## src/rtl/limit_alarm_pkg.sv

```systemverilog
package limit_alarm_pkg;

	// Channel count and data widths.
	localparam int NUM_CH = 8;
	localparam int VAL_W = 16;
	localparam int CNT_W = 16;
	localparam int ADDR_W = 8;
	localparam int DATA_W = 32;

	// Time base: one tick per millisecond at a 40 ns clock.
	localparam int CLK_PERIOD_NS = 40;
	localparam int TICK_PERIOD_NS = 1000000;
	localparam int TICK_CYCLES = TICK_PERIOD_NS / CLK_PERIOD_NS;

	// Per-channel register block: channel index in address bits 6:4.
	localparam int CH_LSB = 4;
	localparam int CH_IDX_W = 3;
	localparam logic [1:0] SUB_CTRL = 2'h0;
	localparam logic [1:0] SUB_LIMIT = 2'h1;
	localparam logic [1:0] SUB_DELAY = 2'h2;
	localparam logic [1:0] SUB_PULSE = 2'h3;
	localparam int GLOBAL_BIT = 7;

	// Global registers.
	localparam logic [ADDR_W-1:0] ADDR_TICK_DIV = 8'h80;
	localparam logic [ADDR_W-1:0] ADDR_STATUS = 8'h84;

	// Channel control field layout.
	localparam int CTRL_W = 6;
	localparam int CTRL_ABS = 0;
	localparam int CTRL_ABOVE = 1;
	localparam int CTRL_PULSE = 2;
	localparam int CTRL_SUPP = 3;
	localparam int CTRL_LOCK_LSB = 4;
	localparam logic [CTRL_W-1:0] CTRL_RST = 6'h02;

	// Delay register layout: switch-on delay low half, switch-off delay high half.
	localparam int DLY_OFF_LSB = 16;

	// Status register layout.
	localparam int ST_OUT_LSB = 0;
	localparam int ST_ARM_LSB = 8;
	localparam int ST_BEYOND_LSB = 16;

	// Bus responses.
	localparam logic [1:0] RESP_OKAY = 2'h0;
	localparam logic [1:0] RESP_SLVERR = 2'h2;

	// Lock modes as held in the control field.
	typedef enum logic [1:0] {
		LOCK_OFF,
		LOCK_NORMAL,
		LOCK_ALWAYS
	} lock_mode_t;

endpackage : limit_alarm_pkg

```

## src/rtl/limit_alarm_monitor.sv

```systemverilog
// Functional notes
// - Eight independent alarm channels, each with its own comparison and settings.
// - Each channel compares against a setpoint-relative or an absolute limit.
// - New event starts switch-on countdown; output stays unchanged meanwhile.
// - Countdown expired with event present forwards event to the output.
// - Leaving alarm region resets countdown; full restart on each re-crossing.
// - Switch-off delay mirrors switch-on delay, restarting on re-crossing.
// - Pulse function clears output after pulse time despite ongoing exceedance.
// - Return to valid range resets the pulse timer.
// - Pulse function overrides the switch-off delay.
// - Suppression off: channel always armed, exceedance starts the switch-on countdown at once.
// - Suppression on: output held inactive until valid range first reached.
// - Suppression on: setpoint change or power-up disarms the channel again.
// - Lock off: output clears when event ends, after any delay.
// - Lock on: output latched active until acknowledged.
// - Normal lock: acknowledge accepted only when event no longer present.
// - Always-acknowledgeable lock: any acknowledge clears the latched output.
module limit_alarm_monitor #(
	parameter int TICK_DIV_DEFAULT = limit_alarm_pkg::TICK_CYCLES
) (
	// Clock and reset.
	input wire logic REF_CLK,
	input wire logic RST,
	// Monitored value and setpoint.
	input wire logic [limit_alarm_pkg::VAL_W-1:0] MEAS_VALUE,
	input wire logic [limit_alarm_pkg::VAL_W-1:0] SETPOINT,
	input wire logic SETPOINT_CHG,
	// Acknowledge sources.
	input wire logic ACK_KEY,
	input wire logic ACK_DIN,
	// Alarm outputs.
	output logic [limit_alarm_pkg::NUM_CH-1:0] ALARM_OUT,
	// AXI4-Lite write address.
	input wire logic AWVALID,
	output logic AWREADY,
	input wire logic [limit_alarm_pkg::ADDR_W-1:0] AWADDR,
	input wire logic [2:0] AWPROT,
	// AXI4-Lite write data.
	input wire logic WVALID,
	output logic WREADY,
	input wire logic [limit_alarm_pkg::DATA_W-1:0] WDATA,
	input wire logic [3:0] WSTRB,
	// AXI4-Lite write response.
	output logic BVALID,
	input wire logic BREADY,
	output logic [1:0] BRESP,
	// AXI4-Lite read address.
	input wire logic ARVALID,
	output logic ARREADY,
	input wire logic [limit_alarm_pkg::ADDR_W-1:0] ARADDR,
	input wire logic [2:0] ARPROT,
	// AXI4-Lite read data.
	output logic RVALID,
	input wire logic RREADY,
	output logic [limit_alarm_pkg::DATA_W-1:0] RDATA,
	output logic [1:0] RRESP
);
	import limit_alarm_pkg::*;

	// Merges a bus write into a word according to the byte strobes.
	function automatic logic [DATA_W-1:0] merge_f(input logic [DATA_W-1:0] old_v,
		input logic [DATA_W-1:0] new_v, input logic [3:0] strb);
		logic [DATA_W-1:0] res;
		res = old_v;
		for (int b = 0; b < 4; b++) begin
			if (strb[b]) begin
				res[b*8 +: 8] = new_v[b*8 +: 8];
			end
		end
		return res;
	endfunction : merge_f

	// True when the value lies beyond the limit of one channel.
	function automatic logic beyond_f(input logic [VAL_W-1:0] meas, input logic [VAL_W-1:0] sp,
		input logic [VAL_W-1:0] lim, input logic abs_mode, input logic above);
		logic signed [VAL_W:0] thr;
		logic signed [VAL_W:0] val;
		val = {meas[VAL_W-1], meas};
		if (abs_mode) begin
			thr = {lim[VAL_W-1], lim};
		end else begin
			thr = $signed({sp[VAL_W-1], sp}) + $signed({lim[VAL_W-1], lim});
		end
		return above ? (val > thr) : (val < thr);
	endfunction : beyond_f

	// Configuration registers.
	logic [CTRL_W-1:0] ctrl_q [NUM_CH];
	logic [VAL_W-1:0] limit_q [NUM_CH];
	logic [CNT_W-1:0] on_pre_q [NUM_CH];
	logic [CNT_W-1:0] off_pre_q [NUM_CH];
	logic [CNT_W-1:0] pulse_pre_q [NUM_CH];
	logic [CNT_W-1:0] tick_div_q;

	// Channel state.
	logic [NUM_CH-1:0] beyond_w;
	logic [NUM_CH-1:0] evt_w;
	logic [NUM_CH-1:0] armed_eff_w;
	logic [NUM_CH-1:0] out_pre_w;
	logic [NUM_CH-1:0] armed_q;
	logic [NUM_CH-1:0] dly_q;
	logic [NUM_CH-1:0] out_pre_q;
	logic [NUM_CH-1:0] alarm_q;
	logic [CNT_W-1:0] on_cnt_q [NUM_CH];
	logic [CNT_W-1:0] off_cnt_q [NUM_CH];
	logic [CNT_W-1:0] pulse_cnt_q [NUM_CH];

	// Time base and acknowledge path.
	logic [CNT_W-1:0] div_cnt_q;
	logic tick_w;
	logic ack_meta_q;
	logic ack_sync_q;
	logic ack_prev_q;
	logic ack_w;

	// Bus slave state.
	logic aw_held_q;
	logic w_held_q;
	logic [ADDR_W-1:0] aw_addr_q;
	logic [DATA_W-1:0] w_data_q;
	logic [3:0] w_strb_q;
	logic bvalid_q;
	logic [1:0] bresp_q;
	logic rvalid_q;
	logic [DATA_W-1:0] rdata_q;
	logic [1:0] rresp_q;
	logic wr_fire_w;
	logic [CH_IDX_W-1:0] wr_ch_w;
	logic [1:0] wr_sub_w;
	logic [CH_IDX_W-1:0] rd_ch_w;
	logic [1:0] rd_sub_w;

	always_ff @(posedge REF_CLK or posedge RST) begin
		if (RST) begin
			div_cnt_q <= '0;
		end else if (div_cnt_q == '0) begin
			div_cnt_q <= (tick_div_q == '0) ? '0 : tick_div_q - 1'b1;
		end else begin
			div_cnt_q <= div_cnt_q - 1'b1;
		end
	end
	assign tick_w = (div_cnt_q == '0);

	// Both sources are merged before the synchroniser.
	always_ff @(posedge REF_CLK or posedge RST) begin
		if (RST) begin
			ack_meta_q <= 1'b0;
			ack_sync_q <= 1'b0;
			ack_prev_q <= 1'b0;
		end else begin
			ack_meta_q <= ACK_KEY | ACK_DIN;
			ack_sync_q <= ack_meta_q;
			ack_prev_q <= ack_sync_q;
		end
	end
	assign ack_w = ack_sync_q & ~ack_prev_q;

	// Per-channel comparison, arming and the output before the lock.
	always_comb begin
		for (int i = 0; i < NUM_CH; i++) begin
			beyond_w[i] = beyond_f(MEAS_VALUE, SETPOINT, limit_q[i], ctrl_q[i][CTRL_ABS], ctrl_q[i][CTRL_ABOVE]);
			armed_eff_w[i] = armed_q[i] | ~ctrl_q[i][CTRL_SUPP];
			evt_w[i] = beyond_w[i] & armed_eff_w[i];
			out_pre_w[i] = dly_q[i] & ~(ctrl_q[i][CTRL_PULSE] & (pulse_cnt_q[i] == '0));
		end
	end

	// Arm on first entry to the valid range.
	always_ff @(posedge REF_CLK or posedge RST) begin
		if (RST) begin
			armed_q <= '0;
		end else begin
			for (int i = 0; i < NUM_CH; i++) begin
				if (SETPOINT_CHG) begin
					armed_q[i] <= 1'b0;
				end else if (!beyond_w[i]) begin
					armed_q[i] <= 1'b1;
				end
			end
		end
	end

	// Switch-on countdown reloads whenever the event is absent.
	always_ff @(posedge REF_CLK or posedge RST) begin
		if (RST) begin
			for (int i = 0; i < NUM_CH; i++) begin
				on_cnt_q[i] <= '0;
				off_cnt_q[i] <= '0;
			end
		end else begin
			for (int i = 0; i < NUM_CH; i++) begin
				if (!evt_w[i]) begin
					on_cnt_q[i] <= on_pre_q[i];
				end else if (tick_w && on_cnt_q[i] != '0) begin
					on_cnt_q[i] <= on_cnt_q[i] - 1'b1;
				end
				// Switch-off countdown reloads while the event is present.
				if (evt_w[i]) begin
					off_cnt_q[i] <= off_pre_q[i];
				end else if (tick_w && off_cnt_q[i] != '0) begin
					off_cnt_q[i] <= off_cnt_q[i] - 1'b1;
				end
			end
		end
	end

	// Delayed event flag.
	always_ff @(posedge REF_CLK or posedge RST) begin
		if (RST) begin
			dly_q <= '0;
		end else begin
			for (int i = 0; i < NUM_CH; i++) begin
				// Hold until countdown ends; then pass the event on.
				if (evt_w[i] && on_cnt_q[i] == '0) begin
					dly_q[i] <= 1'b1;
				// Pulse mode drops the switch-off delay.
				end else if (!evt_w[i] && (ctrl_q[i][CTRL_PULSE] || off_cnt_q[i] == '0)) begin
					dly_q[i] <= 1'b0;
				end
			end
		end
	end

	// Pulse timer reloads in the valid range, runs while output is on.
	always_ff @(posedge REF_CLK or posedge RST) begin
		if (RST) begin
			for (int i = 0; i < NUM_CH; i++) begin
				pulse_cnt_q[i] <= '0;
			end
		end else begin
			for (int i = 0; i < NUM_CH; i++) begin
				if (!evt_w[i]) begin
					pulse_cnt_q[i] <= pulse_pre_q[i];
				end else if (dly_q[i] && tick_w && pulse_cnt_q[i] != '0) begin
					pulse_cnt_q[i] <= pulse_cnt_q[i] - 1'b1;
				end
			end
		end
	end

	// Lock stage; latched modes set on the rising edge of the pre-lock output.
	always_ff @(posedge REF_CLK or posedge RST) begin
		if (RST) begin
			out_pre_q <= '0;
			alarm_q <= '0;
		end else begin
			out_pre_q <= out_pre_w;
			for (int i = 0; i < NUM_CH; i++) begin
				case (lock_mode_t'(ctrl_q[i][CTRL_LOCK_LSB +: 2]))
					LOCK_NORMAL: begin
						if (out_pre_w[i] && !out_pre_q[i]) begin
							alarm_q[i] <= 1'b1;
						// Acknowledge only once event is gone.
						end else if (ack_w && !beyond_w[i]) begin
							alarm_q[i] <= 1'b0;
						end
					end
					LOCK_ALWAYS: begin
						if (out_pre_w[i] && !out_pre_q[i]) begin
							alarm_q[i] <= 1'b1;
						end else if (ack_w) begin
							alarm_q[i] <= 1'b0;
						end
					end
					default: begin
						alarm_q[i] <= out_pre_w[i];
					end
				endcase
			end
		end
	end
	assign ALARM_OUT = alarm_q;

	// Write channel: address and data are taken independently and held.
	assign AWREADY = ~aw_held_q;
	assign WREADY = ~w_held_q;
	assign wr_fire_w = aw_held_q & w_held_q & ~bvalid_q;
	assign wr_ch_w = aw_addr_q[CH_LSB +: CH_IDX_W];
	assign wr_sub_w = aw_addr_q[3:2];
	always_ff @(posedge REF_CLK or posedge RST) begin
		if (RST) begin
			aw_held_q <= 1'b0;
			w_held_q <= 1'b0;
			aw_addr_q <= '0;
			w_data_q <= '0;
			w_strb_q <= '0;
			bvalid_q <= 1'b0;
			bresp_q <= RESP_OKAY;
		end else begin
			if (AWVALID && !aw_held_q) begin
				aw_held_q <= 1'b1;
				aw_addr_q <= AWADDR;
			end else if (wr_fire_w) begin
				aw_held_q <= 1'b0;
			end
			if (WVALID && !w_held_q) begin
				w_held_q <= 1'b1;
				w_data_q <= WDATA;
				w_strb_q <= WSTRB;
			end else if (wr_fire_w) begin
				w_held_q <= 1'b0;
			end
			if (wr_fire_w) begin
				bvalid_q <= 1'b1;
				bresp_q <= (!aw_addr_q[GLOBAL_BIT] || aw_addr_q == ADDR_TICK_DIV) ? RESP_OKAY : RESP_SLVERR;
			end else if (BREADY) begin
				bvalid_q <= 1'b0;
			end
		end
	end
	assign BVALID = bvalid_q;
	assign BRESP = bresp_q;

	// Register writes.
	always_ff @(posedge REF_CLK or posedge RST) begin
		if (RST) begin
			tick_div_q <= CNT_W'(TICK_DIV_DEFAULT);
			for (int i = 0; i < NUM_CH; i++) begin
				ctrl_q[i] <= CTRL_RST;
				limit_q[i] <= '0;
				on_pre_q[i] <= '0;
				off_pre_q[i] <= '0;
				pulse_pre_q[i] <= '0;
			end
		end else if (wr_fire_w) begin
			if (aw_addr_q == ADDR_TICK_DIV) begin
				tick_div_q <= CNT_W'(merge_f(DATA_W'(tick_div_q), w_data_q, w_strb_q));
			end else if (!aw_addr_q[GLOBAL_BIT]) begin
				case (wr_sub_w)
					SUB_CTRL: begin
						ctrl_q[wr_ch_w] <= CTRL_W'(merge_f(DATA_W'(ctrl_q[wr_ch_w]), w_data_q, w_strb_q));
					end
					SUB_LIMIT: begin
						limit_q[wr_ch_w] <= VAL_W'(merge_f(DATA_W'(limit_q[wr_ch_w]), w_data_q, w_strb_q));
					end
					SUB_DELAY: begin
						on_pre_q[wr_ch_w] <= CNT_W'(merge_f({off_pre_q[wr_ch_w], on_pre_q[wr_ch_w]}, w_data_q,
							w_strb_q));
						off_pre_q[wr_ch_w] <= CNT_W'(merge_f({off_pre_q[wr_ch_w], on_pre_q[wr_ch_w]}, w_data_q,
							w_strb_q) >> DLY_OFF_LSB);
					end
					default: begin
						pulse_pre_q[wr_ch_w] <= CNT_W'(merge_f(DATA_W'(pulse_pre_q[wr_ch_w]), w_data_q,
							w_strb_q));
					end
				endcase
			end
		end
	end

	// Read channel: one read in flight, data registered.
	assign ARREADY = ~rvalid_q;
	assign rd_ch_w = ARADDR[CH_LSB +: CH_IDX_W];
	assign rd_sub_w = ARADDR[3:2];
	always_ff @(posedge REF_CLK or posedge RST) begin
		if (RST) begin
			rvalid_q <= 1'b0;
			rdata_q <= '0;
			rresp_q <= RESP_OKAY;
		end else if (ARVALID && !rvalid_q) begin
			rvalid_q <= 1'b1;
			rresp_q <= RESP_OKAY;
			rdata_q <= '0;
			if (!ARADDR[GLOBAL_BIT]) begin
				case (rd_sub_w)
					SUB_CTRL: rdata_q <= DATA_W'(ctrl_q[rd_ch_w]);
					SUB_LIMIT: rdata_q <= DATA_W'(limit_q[rd_ch_w]);
					SUB_DELAY: rdata_q <= {off_pre_q[rd_ch_w], on_pre_q[rd_ch_w]};
					default: rdata_q <= DATA_W'(pulse_pre_q[rd_ch_w]);
				endcase
			end else if (ARADDR == ADDR_TICK_DIV) begin
				rdata_q <= DATA_W'(tick_div_q);
			end else if (ARADDR == ADDR_STATUS) begin
				rdata_q[ST_OUT_LSB +: NUM_CH] <= alarm_q;
				rdata_q[ST_ARM_LSB +: NUM_CH] <= armed_eff_w;
				rdata_q[ST_BEYOND_LSB +: NUM_CH] <= beyond_w;
			end else begin
				rresp_q <= RESP_SLVERR;
			end
		end else if (RREADY) begin
			rvalid_q <= 1'b0;
		end
	end
	assign RVALID = rvalid_q;
	assign RDATA = rdata_q;
	assign RRESP = rresp_q;

endmodule : limit_alarm_monitor

```

## config.mk

```make
export PLATFORM = sky130hd
export DESIGN_NAME = limit_alarm_monitor
export DESIGN_NICKNAME = d
export VERILOG_FILES = /design/src/rtl/limit_alarm_pkg.sv /design/src/rtl/limit_alarm_monitor.sv
export SDC_FILE = /design/constraint.sdc
export NUM_CORES = 2
export LEC_CHECK = 0
export BUFFER_PORTS_ARGS = -buffer_cell sky130_fd_sc_hd__buf_4
export CAP_MARGIN = 20
export CORE_MARGIN = 5
export CORE_UTILIZATION = 30
export CTS_BUF_LIST = sky130_fd_sc_hd__clkbuf_2 sky130_fd_sc_hd__clkbuf_4 sky130_fd_sc_hd__clkbuf_8
export CTS_CLUSTER_SIZE = 16
export DETAILED_ROUTE_END_ITERATION = 8
export GPL_ROUTABILITY_DRIVEN = 0
export HOLD_SLACK_MARGIN = 0.03
export PLACE_DENSITY_LB_ADDON = 0.25
export SLEW_MARGIN = 5
export SYNTH_ARGS = -nofsm -noshare
export SYNTH_HDL_FRONTEND = slang
export SYNTH_SLANG_ARGS = --single-unit
export TNS_END_PERCENT = 1
```

## constraint.sdc

```tcl
create_clock -name REF_CLK -period 57.4 [get_ports REF_CLK]
set_clock_uncertainty 0.05 [all_clocks]
set_input_delay 2.87 -clock REF_CLK [delete_from_list [all_inputs] [get_ports REF_CLK]]
set_output_delay 2.87 -clock REF_CLK [all_outputs]
set_load 0.1 [all_outputs]
```

==> results.ini <==
[routing]
wire_per_inst_um = 26.9
firstDrtPassIters = 7
routed_via_density = 5.65
vias = 56100
wirelength_mm = 267
drtAntennaViolNets = 0
drc = 0
drt_iter0_drc = 5480

[worst_setup_path]
critical_path_class = in2reg
startpoint_type = primary input
cp_top_family = compound AO/OA/AOI/OAI gates
crit_start = SETPOINT[0]
slowest_stage = o41ai_1
critical_path_required_ps = 58210
reg2reg_slack_ps = 49900
path_max_fanout = 63
slowest_delay_ps = 760
path_buf_inv = 2
cp-endpoint = off_cnt_q[65]
arrival_ps = 9980
cp.depth = 19
worst_r2r_endpoint = off_cnt_q[65]
end_kind = flip-flop
cp_cell_sequence = buf_4 -> ha_1 -> fa_1 -> a21o_1 -> a21oi_1 -> nor2b_1 -> o21ai_0 -> o21bai_1 -> o41ai_1 -> o21a_1 -> a221oi_1 -> ha_1 -> nand4_1 -> nor4_1 -> a21oi_1 -> o21ai_0 -> a32o_4 -> buf_4 -> mux2_2
r2r-start = limit_q[64]
ff2ff_path_depth = 18

[timing]
rsz0062_at_grt = no
drv_slew = 0
hold_viol_final = 0
worst_pin_slew_ps = 1210
setup_viol_count_final = 0
fmax_mhz = 109
relSlewSlack_pct = 19.1
setup_tns_ps = 0
fin_crit_sh_pct = 16.0
fin_crit_ps = 9170

[clocking]
htree_levels = 4
cts_buffer_depth = 3
cts-root-buf = clkbuf_8
insertion_delay_ps = 990
ctsResizeCount = 0
clock-sinks = 1093
cts_hold_buffers = 0
clkTransAtPathRegs_ps = 60
cts_tree = done
post_cts_buffers = 0
cts-buffers-inserted = 192

[grt]
grt_max_degree = 126
met1_usage_pct = 29.6
antenna_found_initial = 14
grt_pass1_vias = 54900
grt_util_all_layers_pct = 22.2
grt_pass1_wl_mm = 389
grt_use_met3_pct = 5.64
globalRouteMet2Util_pct = 33.6
busiest_layer = met2
overflow = 0

[synth]
synth.yosys.warnings = 0
synth_cell_types = 103
synth_cells = 6699
synthArstFlopShare_pct = 100
netlist_area_um2 = 67300
ys_seq_area_share_pct = 40.7
syn_avg_cell_area_um2 = 10.0
synth-main-ff-cell = dfrtp_1
synth_seq_cells = 1093
synth_edf_count = 0

[power_and_ir_drop]
p_sw_mw = 2.08
p_int_mw = 2.17
seq_power_share_pct = 31.9
swShare_pct = 48.9
comb_power_share_pct = 48.8
p_leak_nw = 32.6
worst_ir_drop_vdd_mv = 0.0409
pwr-share-clk_pct = 19.3
pwr_density_cell_nw_per_um2 = 55.8
power.total_mw = 4.25

[placed_design]
portBuffers = 140
hpwl_mm = 190

[die]
io_pins = 149
core_um2 = 223000
start_util_pct = 30.2
die-area_um2 = 234000
die_x_um = 484
std_cell_rows = 173
die_y_um = 484

[min_path]
hp-class = reg2reg

[cells_and_area]
drive_gt1_share_pct = 20.4
fin_nets = 7209
syn2layout_area_growth_pct = 13.3
n_fill_cell = 22400

[job]
cap_viol_max_count = 0

[run_status]
status = completed

## cell usage in the layout, fill, tap and decap left out, types with 45 or more instances in the layout
cell type  count
clkbuf_4      58
a221oi_1      74
o21ai_0      376
nand4_1       53
buf_4        257
nor2b_1       58
mux2i_1      104
o31ai_1      242
xor2_1       203
nor2_1       519
xnor2_1      264
a22oi_1       45
mux2_2       495
a21oi_1      418
or3_1         55
or4_1         56
a22o_1        57
nor4_1        91
a211oi_1      66
ha_1         307
mux4_2       168
clkbuf_8     244
nand3_1       82
nor3_1       156
dfrtp_1     1074
inv_1        154
nand2_1      691
## power by group through the flow
stage	logic, mW	clock network [mW]	registers (mW)
after global routing	2.24	0.870	1.38
after global placement	2.01	0	1.35
after detailed placement	2.04	0	1.36
after floorplan	1.32	0	1.25
final	2.08	0.821	1.36
after CTS	2.05	0.836	1.35
## final cells by class
| class | count | area (µm²) | share of cell area (%) |
|---|---|---|---|
| antenna | 6 | 15.0 | 0.0197 |
| clock buffer | 302 | 3790 | 4.97 |
| clock inverter | 43 | 518 | 0.679 |
| inverter | 155 | 589 | 0.773 |
| multi-input combinational | 5080 | 38100 | 50.0 |
| sequential | 1093 | 27400 | 35.9 |
| tap | 2975 | 3720 | 4.88 |
| timing repair buffer | 272 | 2130 | 2.79 |
## metal layers
layer  vias to the layer above  share of wire [%]
met5                         -              0.018
met4                         8                5.3
met1                     28300                 43
met3                       567                8.6
met2                      2394                 44
li1                      24800                  -
## kinds of logic after synthesis
group,count (synthesis),synth area share [%]
buffers and inverters,527,3.08
flip-flops,1093,40.7
multiplexers,767,15.4
AO/OA/AOI/OAI,1537,14.5
XOR/XNOR,467,6.08
AND/OR/NAND/NOR,1992,14.3
other,1,0.00557
adder cells (fa/ha/maj),315,5.94
## metrics by stage
stage          area [µm²]  worst slack [ps]  hold slack, ps  util [%]  cells
2_1_floorplan       67300             23730             281         -   6700
3_3_place_gp        71800             47470             298      32.2   9562
3_5_place_dp        71800             47460             302      32.2   9563
4_1_cts             76100             48490             314      34.2   9908
5_1_grt             76300             47980             322      34.2   9921
6_report            76300             48230             311      34.2   9926
## sequential cells by signal (all words and copies together) (netlist names), 4 cells and up
| name | cells |
|---|---|
| limit_q | 128 |
| off_cnt_q | 128 |
| off_pre_q | 128 |
| on_cnt_q | 128 |
| on_pre_q | 128 |
| pulse_cnt_q | 128 |
| pulse_pre_q | 128 |
| ctrl_q | 48 |
| RDATA | 32 |
| w_data_q | 32 |
| div_cnt_q | 16 |
| tick_div_q | 16 |
| ALARM_OUT | 8 |
| armed_q | 8 |
| aw_addr_q | 8 |
| dly_q | 8 |
| out_pre_q | 8 |
| w_strb_q | 4 |
## cell usage after synthesis, types with 10 or more instances
master       n  area share, %
a21oi_1    418            3.1
nor4_1      93           0.86
nor2_1     521            2.9
buf_1       45           0.25
o22ai_1     17           0.16
or4_1       56           0.62
nand2_1    700            3.9
clkbuf_1   272            1.5
nor4b_1     10           0.13
a31oi_1     30           0.28
ha_1       307            5.7
o31ai_1    242            2.7
dfstp_2     14           0.55
mux2_2     495            8.3
nand2b_1    36           0.33
nand3b_1    32           0.36
buf_2       46           0.34
a21boi_0    11           0.12
a22oi_1     45           0.50
o21a_1      32           0.36
xnor2_1    264            3.4
nand4_1     53           0.49
nand4b_1    14           0.18
xor2_1     203            2.6
a22o_1      57           0.74
a21o_1      41           0.46
nor2b_1     73           0.68
o21ai_1     16           0.12
o21ai_0    379            2.8
o21bai_1    16           0.18
and3_1      16           0.15
nand3_1     82           0.61
nor3_1     157            1.2
or3_1       55           0.51
a221oi_1    74           0.96
dfrtp_1   1079             40
a211oi_1    66           0.74
mux2i_1    104            1.5
mux4_2     168            5.6
nor3b_1     11           0.12
or2_2       16           0.15
inv_1      155           0.86
## worst min-delay path by stage
stage,depth (start not counted),endpoint,startpoint
floorplan,0,ack_sync_q,ack_meta_q
global placement,0,ack_sync_q,ack_meta_q
detailed placement,0,ack_sync_q,ack_meta_q
CTS,0,ack_sync_q,ack_meta_q
global route,0,ack_sync_q,ack_meta_q
finish,0,ack_sync_q,ack_meta_q
No activity file was read; power rests on OpenSTA's default activity.
